**src/hio_params.svh**
```systemverilog
/*
  Constants for the host I/O decode and line sync glue: fixed I/O
  window, field positions, clock rates and reset values.
  Assumes it is included by bare name from the package and modules.
*/
`ifndef HIO_PARAMS_SVH
`define HIO_PARAMS_SVH

// Fixed I/O window; no strap or jumper moves it
`define HIO_IO_BASE 10'h300
`define HIO_PORT_ADDR 10'h310
`define HIO_WINDOW_MSB 9
`define HIO_WINDOW_LSB 4
`define HIO_OFFSET_MSB 3
`define HIO_CMD_OFFSET 4'h0

// Timing
`define HIO_CLK_PERIOD_PS 5000
`define HIO_BUS_CLK_PERIOD_PS 50000
`define HIO_DIV_RATIO (`HIO_BUS_CLK_PERIOD_PS / `HIO_CLK_PERIOD_PS)
`define HIO_DIV_HALF (`HIO_DIV_RATIO / 2)

// Reset values
`define HIO_RST_SYNC_INIT 1'h0
`define HIO_FLAG_INIT 1'h0
`define HIO_DIV_INIT 4'h0
`define HIO_BUS_CLK_INIT 1'h1
`define HIO_LINE_INIT 1'h0

`endif

```
**src/hio_pkg.sv**
```systemverilog
/*
  Types and the shared address classifier for the host I/O glue.
  Assumes hio_params.svh is on the include path.
*/
`include "hio_params.svh"

package hio_pkg;

  typedef logic [9:0] hio_io_addr_t;

  typedef enum logic [1:0] {
    hio_acc_none,
    hio_acc_reg,
    hio_acc_port
  } hio_access_t;

  typedef struct packed {
    logic rst_meta;
    logic rst_sync;
    logic reg_ack_seen;
    logic prq_seen;
  } hio_glue_state_t;

  typedef struct packed {
    logic [3:0] div_cnt;
    logic bus_clk;
    logic carrier_sense_stage1;
    logic carrier_sense_stage2;
    logic collision_registered;
  } hio_sync_state_t;

  localparam hio_io_addr_t HIO_BASE = `HIO_IO_BASE;
  localparam hio_io_addr_t HIO_PORT = `HIO_PORT_ADDR;

  // Address enable high marks a DMA address cycle: nothing decodes then
  function automatic hio_access_t hio_classify(
    input hio_io_addr_t addr,
    input logic aen
  );
    hio_access_t kind;
    kind = hio_acc_none;
    if (aen)
    begin
      kind = hio_acc_none;
    end
    else if (addr[`HIO_WINDOW_MSB:`HIO_WINDOW_LSB] ==
             HIO_BASE[`HIO_WINDOW_MSB:`HIO_WINDOW_LSB])
    begin
      kind = hio_acc_reg;
    end
    else if (addr[`HIO_WINDOW_MSB:`HIO_WINDOW_LSB] ==
             HIO_PORT[`HIO_WINDOW_MSB:`HIO_WINDOW_LSB])
    begin
      kind = hio_acc_port;
    end
    return kind;
  endfunction : hio_classify

endpackage : hio_pkg

```
**src/hio_glue.sv**
```systemverilog
/*
  Host I/O decode and line sync glue: joins the PC expansion bus to
  the network controller. Decodes the fixed register window and the
  remote DMA data port, makes the port acknowledges and the wait
  signal, selects the address PROM and passes reset and memory write.
  Assumes host strobes and addresses synchronous to clk_in; the host
  bus wires the wait pin from its value and enable.
*/
`timescale 1ns/1ps
`include "hio_params.svh"

// Summary of operation
// - I/O window fixed at base 300h
// - Chip select for addresses 300h through 30fh
// - Data port decoded at 310h through 31fh
// - Chip select needs active read or write strobe
// - Wait while controller busy during register access
// - Controller acknowledge ends register wait states
// - Port read waits until port request rises
// - Port write waits until port request rises
// - Read and write acknowledges end one transfer
// - Acks from DMA acknowledge or decoded port
// - Wait pin driven only during decoded accesses
// - PROM select on low bit13 with read
// - Line inputs registered on inverted 20 MHz
// - Stage two carrier sense combines stage one
// - Controller reset is inverted host reset
// - Memory write passes straight through
// - Offset zero command, pages behind offsets 1-15
module hio_glue (
  input wire logic clk_in,
  input wire logic arst_n_in,
  input wire hio_pkg::hio_io_addr_t host_addr_in,
  input wire logic host_aen_in,
  input wire logic host_ior_n_in,
  input wire logic host_iow_n_in,
  input wire logic host_dack_n_in,
  input wire logic host_reset_in,
  input wire logic port_transfer_request_in,
  input wire logic ctrl_ack_n_in,
  input wire logic local_address_bit13_in,
  input wire logic local_memory_read_n_in,
  input wire logic memory_write_n_in,
  input wire logic raw_carrier_sense_in,
  input wire logic collision_in,
  output logic controller_chip_select_n_out,
  output logic [3:0] controller_reg_offset_out,
  output logic command_reg_select_out,
  output logic remote_read_ack_n_out,
  output logic remote_write_ack_n_out,
  output logic wait_drive_enable_out,
  output logic io_channel_ready_out,
  output logic io_channel_ready_oe_out,
  output logic address_prom_select_n_out,
  output logic controller_reset_n_out,
  output logic memory_write_n_out,
  output logic inverted_bus_clock_out,
  output logic carrier_sense_stage1_out,
  output logic carrier_sense_stage2_out,
  output logic collision_registered_out
);
  import hio_pkg::*;

  hio_glue_state_t state_q;
  hio_glue_state_t state_d;
  hio_access_t access;
  logic rst_ok;
  logic ior;
  logic iow;
  logic strobe;
  logic dack;
  logic ack;
  logic port_transfer_request;
  logic reg_sel;
  logic port_sel;
  logic port_rd;
  logic port_wr;
  logic remote_read_ack;
  logic remote_write_ack;
  logic wait_drive_enable;
  logic wait_reg;
  logic wait_port;
  logic wait_req;

  assign rst_ok = state_q.rst_sync;
  assign ior = ~host_ior_n_in;
  assign iow = ~host_iow_n_in;
  assign strobe = ior | iow;
  assign dack = ~host_dack_n_in;
  assign ack = ~ctrl_ack_n_in;
  assign port_transfer_request = port_transfer_request_in;

  // Base compare is a constant; there is deliberately no override
  assign access = hio_classify(host_addr_in, host_aen_in);

  always_comb
  begin
    reg_sel = 1'b0;
    port_sel = 1'b0;
    case (access)
      hio_acc_reg:
      begin
        reg_sel = strobe & rst_ok;
      end
      hio_acc_port:
      begin
        port_sel = strobe & rst_ok;
      end
      default:
      begin
        reg_sel = 1'b0;
        port_sel = 1'b0;
      end
    endcase
  end

  assign port_rd = port_sel & ior;
  assign port_wr = port_sel & iow;

  // The DMA term carries no address, so address enable does not gate it
  assign remote_read_ack = rst_ok & ((port_rd & port_transfer_request) | (dack & ior));
  assign remote_write_ack = rst_ok & ((port_wr & port_transfer_request) | (dack & iow));

  assign wait_drive_enable = reg_sel | port_sel;

  // Once ack or request has been seen the cycle stays released, so a
  // controller that drops its line early cannot stretch the host cycle
  assign wait_reg = reg_sel & ~ack & ~state_q.reg_ack_seen;
  assign wait_port = port_sel & ~port_transfer_request & ~state_q.prq_seen;
  assign wait_req = wait_reg | wait_port;

  always_comb
  begin
    state_d = state_q;
    state_d.rst_meta = 1'b1;
    state_d.rst_sync = state_q.rst_meta;
    // Set wins: a strobe holding while ack arrives keeps the flag
    if (reg_sel & ack)
    begin
      state_d.reg_ack_seen = 1'b1;
    end
    else if (!reg_sel)
    begin
      state_d.reg_ack_seen = 1'b0;
    end
    if (port_sel & port_transfer_request)
    begin
      state_d.prq_seen = 1'b1;
    end
    else if (!port_sel)
    begin
      state_d.prq_seen = 1'b0;
    end
  end

  always_ff @(posedge clk_in or negedge arst_n_in)
  begin
    if (!arst_n_in)
    begin
      state_q <= '{rst_meta: `HIO_RST_SYNC_INIT,
                   rst_sync: `HIO_RST_SYNC_INIT,
                   reg_ack_seen: `HIO_FLAG_INIT,
                   prq_seen: `HIO_FLAG_INIT};
    end
    else
    begin
      state_q <= state_d;
    end
  end

  assign controller_chip_select_n_out = ~reg_sel;
  assign controller_reg_offset_out =
    host_addr_in[`HIO_OFFSET_MSB:0];
  // Page bits inside the controller pick what offsets 1-15 mean
  assign command_reg_select_out = reg_sel &
    (host_addr_in[`HIO_OFFSET_MSB:0] == `HIO_CMD_OFFSET);
  assign remote_read_ack_n_out = ~remote_read_ack;
  assign remote_write_ack_n_out = ~remote_write_ack;
  assign wait_drive_enable_out = wait_drive_enable;
  // Pin is driven high when released, low to insert wait states
  assign io_channel_ready_out = ~wait_req;
  assign io_channel_ready_oe_out = wait_drive_enable;
  // PROM is reached only on the controller's local bus
  assign address_prom_select_n_out =
    ~(rst_ok & ~local_address_bit13_in & ~local_memory_read_n_in);
  // Pass-throughs stay live during our own reset on purpose
  assign controller_reset_n_out = ~host_reset_in;
  assign memory_write_n_out = memory_write_n_in;

  hio_line_sync u_line_sync (
    .clk_in(clk_in),
    .rst_n_in(state_q.rst_sync),
    .raw_carrier_sense_in(raw_carrier_sense_in),
    .collision_in(collision_in),
    .inverted_bus_clock_out(inverted_bus_clock_out),
    .carrier_sense_stage1_out(carrier_sense_stage1_out),
    .carrier_sense_stage2_out(carrier_sense_stage2_out),
    .collision_registered_out(collision_registered_out)
  );

  // Checks on the bus-facing decode
  logic chk_reg_addr;
  logic chk_port_addr;
  assign chk_reg_addr = (hio_classify(host_addr_in, host_aen_in) ==
                         hio_acc_reg);
  assign chk_port_addr = (hio_classify(host_addr_in, host_aen_in) ==
                          hio_acc_port);
endmodule : hio_glue

```
**src/hio_line_sync.sv**
```systemverilog
/*
  Line sync: derives the 20 MHz bus clock from the 200 MHz clock and
  samples carrier sense and collision on its inverted rising edge.
  Assumes a reset that is already synchronous to clk_in.
*/
`timescale 1ns/1ps
`include "hio_params.svh"

module hio_line_sync (
  input wire logic clk_in,
  input wire logic rst_n_in,
  input wire logic raw_carrier_sense_in,
  input wire logic collision_in,
  output logic inverted_bus_clock_out,
  output logic carrier_sense_stage1_out,
  output logic carrier_sense_stage2_out,
  output logic collision_registered_out
);
  import hio_pkg::*;

  localparam logic [3:0] DIV_LAST = 4'(`HIO_DIV_RATIO - 1);
  localparam logic [3:0] DIV_HALF = 4'(`HIO_DIV_HALF);

  hio_sync_state_t state_q;
  hio_sync_state_t state_d;
  logic sample;

  // Inverted bus clock rises as the bus clock falls
  assign sample = (state_q.div_cnt == DIV_HALF - 4'h1);

  always_comb
  begin
    state_d = state_q;
    state_d.div_cnt = (state_q.div_cnt == DIV_LAST) ? 4'h0 :
                      state_q.div_cnt + 4'h1;
    state_d.bus_clk = (state_d.div_cnt < DIV_HALF);
    if (sample)
    begin
      state_d.carrier_sense_stage1 = raw_carrier_sense_in;
      // Low-true OR of stage 1 and raw input, i.e. both must be high
      state_d.carrier_sense_stage2 = state_q.carrier_sense_stage1 & raw_carrier_sense_in;
      state_d.collision_registered = collision_in;
    end
  end

  always_ff @(posedge clk_in or negedge rst_n_in)
  begin
    if (!rst_n_in)
    begin
      state_q <= '{div_cnt: `HIO_DIV_INIT, bus_clk: `HIO_BUS_CLK_INIT,
                   carrier_sense_stage1: `HIO_LINE_INIT, carrier_sense_stage2: `HIO_LINE_INIT,
                   collision_registered: `HIO_LINE_INIT};
    end
    else
    begin
      state_q <= state_d;
    end
  end

  assign inverted_bus_clock_out = ~state_q.bus_clk;
  // Only registered copies leave, so no half level reaches the controller
  assign carrier_sense_stage1_out = state_q.carrier_sense_stage1;
  assign carrier_sense_stage2_out = state_q.carrier_sense_stage2;
  assign collision_registered_out = state_q.collision_registered;
endmodule : hio_line_sync

```
**config.mk**
```make
export PLATFORM = sky130hd
export DESIGN_NAME = hio_glue
export DESIGN_NICKNAME = d
export VERILOG_FILES = /design/src/hio_pkg.sv /design/src/hio_glue.sv /design/src/hio_line_sync.sv
export VERILOG_INCLUDE_DIRS = /design/src
export SDC_FILE = /design/constraint.sdc
export NUM_CORES = 1
export LEC_CHECK = 0
export BUFFER_PORTS_ARGS = -buffer_cell sky130_fd_sc_hd__buf_2
export CORE_MARGIN = 1.5
export CORE_UTILIZATION = 40
export DETAILED_ROUTE_END_ITERATION = 10
export GPL_TIMING_DRIVEN = 0
export PLACE_DENSITY = 0.76
export SYNTH_ARGS = -nofsm -noshare
export SYNTH_HDL_FRONTEND = slang
export SYNTH_SLANG_ARGS = --single-unit
```
**constraint.sdc**
```tcl
create_clock -name clk_in -period 2.8 [get_ports clk_in]
set_clock_uncertainty 0.2 [all_clocks]
set_input_delay 0.42 -clock clk_in [delete_from_list [all_inputs] [get_ports clk_in]]
set_output_delay 0.42 -clock clk_in [all_outputs]
set_load 0.01 [all_outputs]
```
==> impl_metrics.toml <==
[outcome]
run_status = "complete, no violations"

[global_route]
grt_pass1_vias = 493
grt_overflow_total = 0
grt_pass1_wl_um = 2000
grt.total_usage_pct = 14.6
antenna_found_initial = 0
grt_max_degree = 9

[timing]
fin_crit_sh_pct = 87.3
hold_slack_ns = 0.0777
max_clock_freq_mhz = 409
rsz0062_at_grt = "false"
postLayoutSetupSlackWorst_ns = 0.356
layout_min_cycle_time_ns = 2.44
fin_setup_tns_ns = 0
slew_viol_final = 0
final_hold_viol_count = 0
setup_violations = 0

[power]
power_mw = 0.335
power.density_nw_per_um2 = 375
leakage_nw = 0.448
ir_worst_vdd_uv = 338

[die]
rows = 14
die_y_um = 42.6
die_w_um = 42.6
start_util_pct = 42.2
core_um2 = 1490
dieArea_um2 = 1820
io_pins = 42

[logic_synthesis]
yosys_warnings = 0
ys_seq_elements = 12
avgSynthCellArea_um2 = 10.1
synth-seq-area-share_pct = 48.0
netlist_instances = 62
yosysTopAreaCellShare_pct = 43.8
synth_area_leaders = "dfrtp_1 (44%), buf_4 (7.2%), mux2i_1 (4.8%), dfstp_2 (4.2%), nand2_1 (4.2%)"
synth_cell_type_count = 28
synth_top_cell_by_area = "dfrtp_1"
synthesis.nets = 86
syn_area_um2 = 628

[placement]
gp_congestion = 0.696
numPortBuffers = 40
dp_slack_ns = 0.406
dp_hpwl_um = 974
dpl_cell_area_um2 = 848
place_inst = 118

[critical_path]
worstPathRequired_ns = 2.18
setup.worst_path.class = "flip-flop to primary output"
crit_fanout = 6
worstPathArrival_ns = 1.82
end_kind = "primary output"
setup.worst_path.start_class = "flip-flop"
r2r_setup_slack_ns = 1.13

[clock_network]
clockBufferDepth = 2
cts_resized = 0
htreeDepth = 1
clkTransAtPathRegs_ns = 0.07
cts-root-buf = "clkbuf_4"
clock-sinks = 12
clkLatencyLatePin_ns = 0.26
cts_made_buffers = 3
cts_tree = "yes"

[final_layout]
final_cell_count_no_fill = 124
final_cell_mix = "buf_2 (40), dfrtp_1 (11), nand2_1 (7)"
fillers = 133
diodes = 0
final_common_cell = "buf_2"
layout.nets = 133
final_core_util_pct = 60.1
design_area_um2 = 895
layout-drive-gt1-share_pct = 50.0
syn_to_final_growth_pct = 42.4

[drt]
antenna_left = 0
routedWlPerCell_um = 9.43
via_count = 577
wl_um = 1170
drt_first_iter_violations = 1
drtPass1Iterations = 2
route.detailed.vias_per_inst = 4.65
drc = 0

[flow_run]
cap_violations = 0

[worst_hold_path]
hold_path.class = "flip-flop to asynchronous set/reset pin"
[kinds of logic (layout without fill, tap and decap cells)]
group / count (synthesis) / after routing / share of synthesized area [%]
xor gates and xnor gates: 1 / 1 / 1.39
AOI/OAI and AO/OA: 5 / 5 / 5.78
muxes: 5 / 5 / 8.37
and+or+nand+nor: 26 / 26 / 25.1
other: 1 / 1 / 0.597
buffers and inverters: 12 / 58 / 10.8
DFF: 12 / 12 / 48.0
[synth_stat cells]
cell type	number
a22o_1	1
and2_1	1
buf_4	6
clkbuf_1	1
conb_1	1
dfrtp_1	11
dfstp_2	1
inv_1	5
mux2_2	2
mux2i_1	3
nand2_1	7
nand2b_1	2
nand3_1	1
nand3b_1	2
nand4bb_1	1
nor2_1	2
nor2b_1	1
nor3_1	2
nor3_2	1
nor3b_1	1
o21ai_0	2
o2bb2ai_1	1
o41ai_1	1
or2_1	2
or3_4	1
or3b_1	1
or4_1	1
xnor2_1	1
[power breakdown]
group          leakage, nW  switching, mW  internal (mW)
registers            0.149        0.00242          0.177
logic                0.284         0.0208         0.0288
clock network       0.0150         0.0511         0.0550
[cell type report]
type | count | area, um2 | share of cell area [%]
Buffer | 7 | 48.8 | 5.45
Clock buffer | 4 | 26.3 | 2.94
Inverter | 5 | 18.8 | 2.10
Multi-Input combinational cell | 38 | 259 | 29.0
Sequential cell | 12 | 302 | 33.7
Tap cell | 16 | 20.0 | 2.24
Timing Repair Buffer | 42 | 220 | 24.6
[repair_timing]
action / 4_1_cts / 5_1_grt
buffers inserted: 0 / 0
hold endpoints to repair: 11 / 0
hold buffers: 2 / 0
[registers in the layout, summed over array words and instances, names as in the netlist]
name,flops
state_q,2
u_line_sync.state_q,5
state_d,1
rst_ok,1
u_line_sync.collision_registered_out,1
u_line_sync.carrier_sense_stage1_out,1
u_line_sync.carrier_sense_stage2_out,1
[critical path, stage by stage, from the launching register on]
cell and delay, ns:
dfrtp_1 0.43, or3b_1 0.39, or3_4 0.37, or2_1 0.23
buf_2 0.13
[per-layer routing]
layer	share of wire (%)	up-vias	track usage (%)	routed length, um
met5	0	-	0	0
met4	1.1	0	9.38	13
met3	8.3	2	1.72	97
met2	53	24	23.0	619
met1	38	257	18.7	439
li1	-	294	-	-
[worst paths after layout]
| path | to | cells past startpoint | from |
|---|---|---|---|
| min in group clk_in | rst_ok$_DFF_PN0_ | 0 | state_d[2]$_DFF_PN0_ |
| worst min register to register | u_line_sync.state_q[3]$_DFF_PN1_ | 0 | rst_ok$_DFF_PN0_ |
| max in group asynchronous | u_line_sync.state_q[6]$_DFF_PN0_ | 1 | rst_ok$_DFF_PN0_ |
| worst max-delay path | io_channel_ready_out | 4 | rst_ok$_DFF_PN0_ |
| worst min-delay path | u_line_sync.state_q[3]$_DFF_PN1_ | 0 | rst_ok$_DFF_PN0_ |
| worst max register to register | state_q[0]$_DFFE_PN0P_ | 3 | rst_ok$_DFF_PN0_ |
Power figures use the tool's default switching activity.
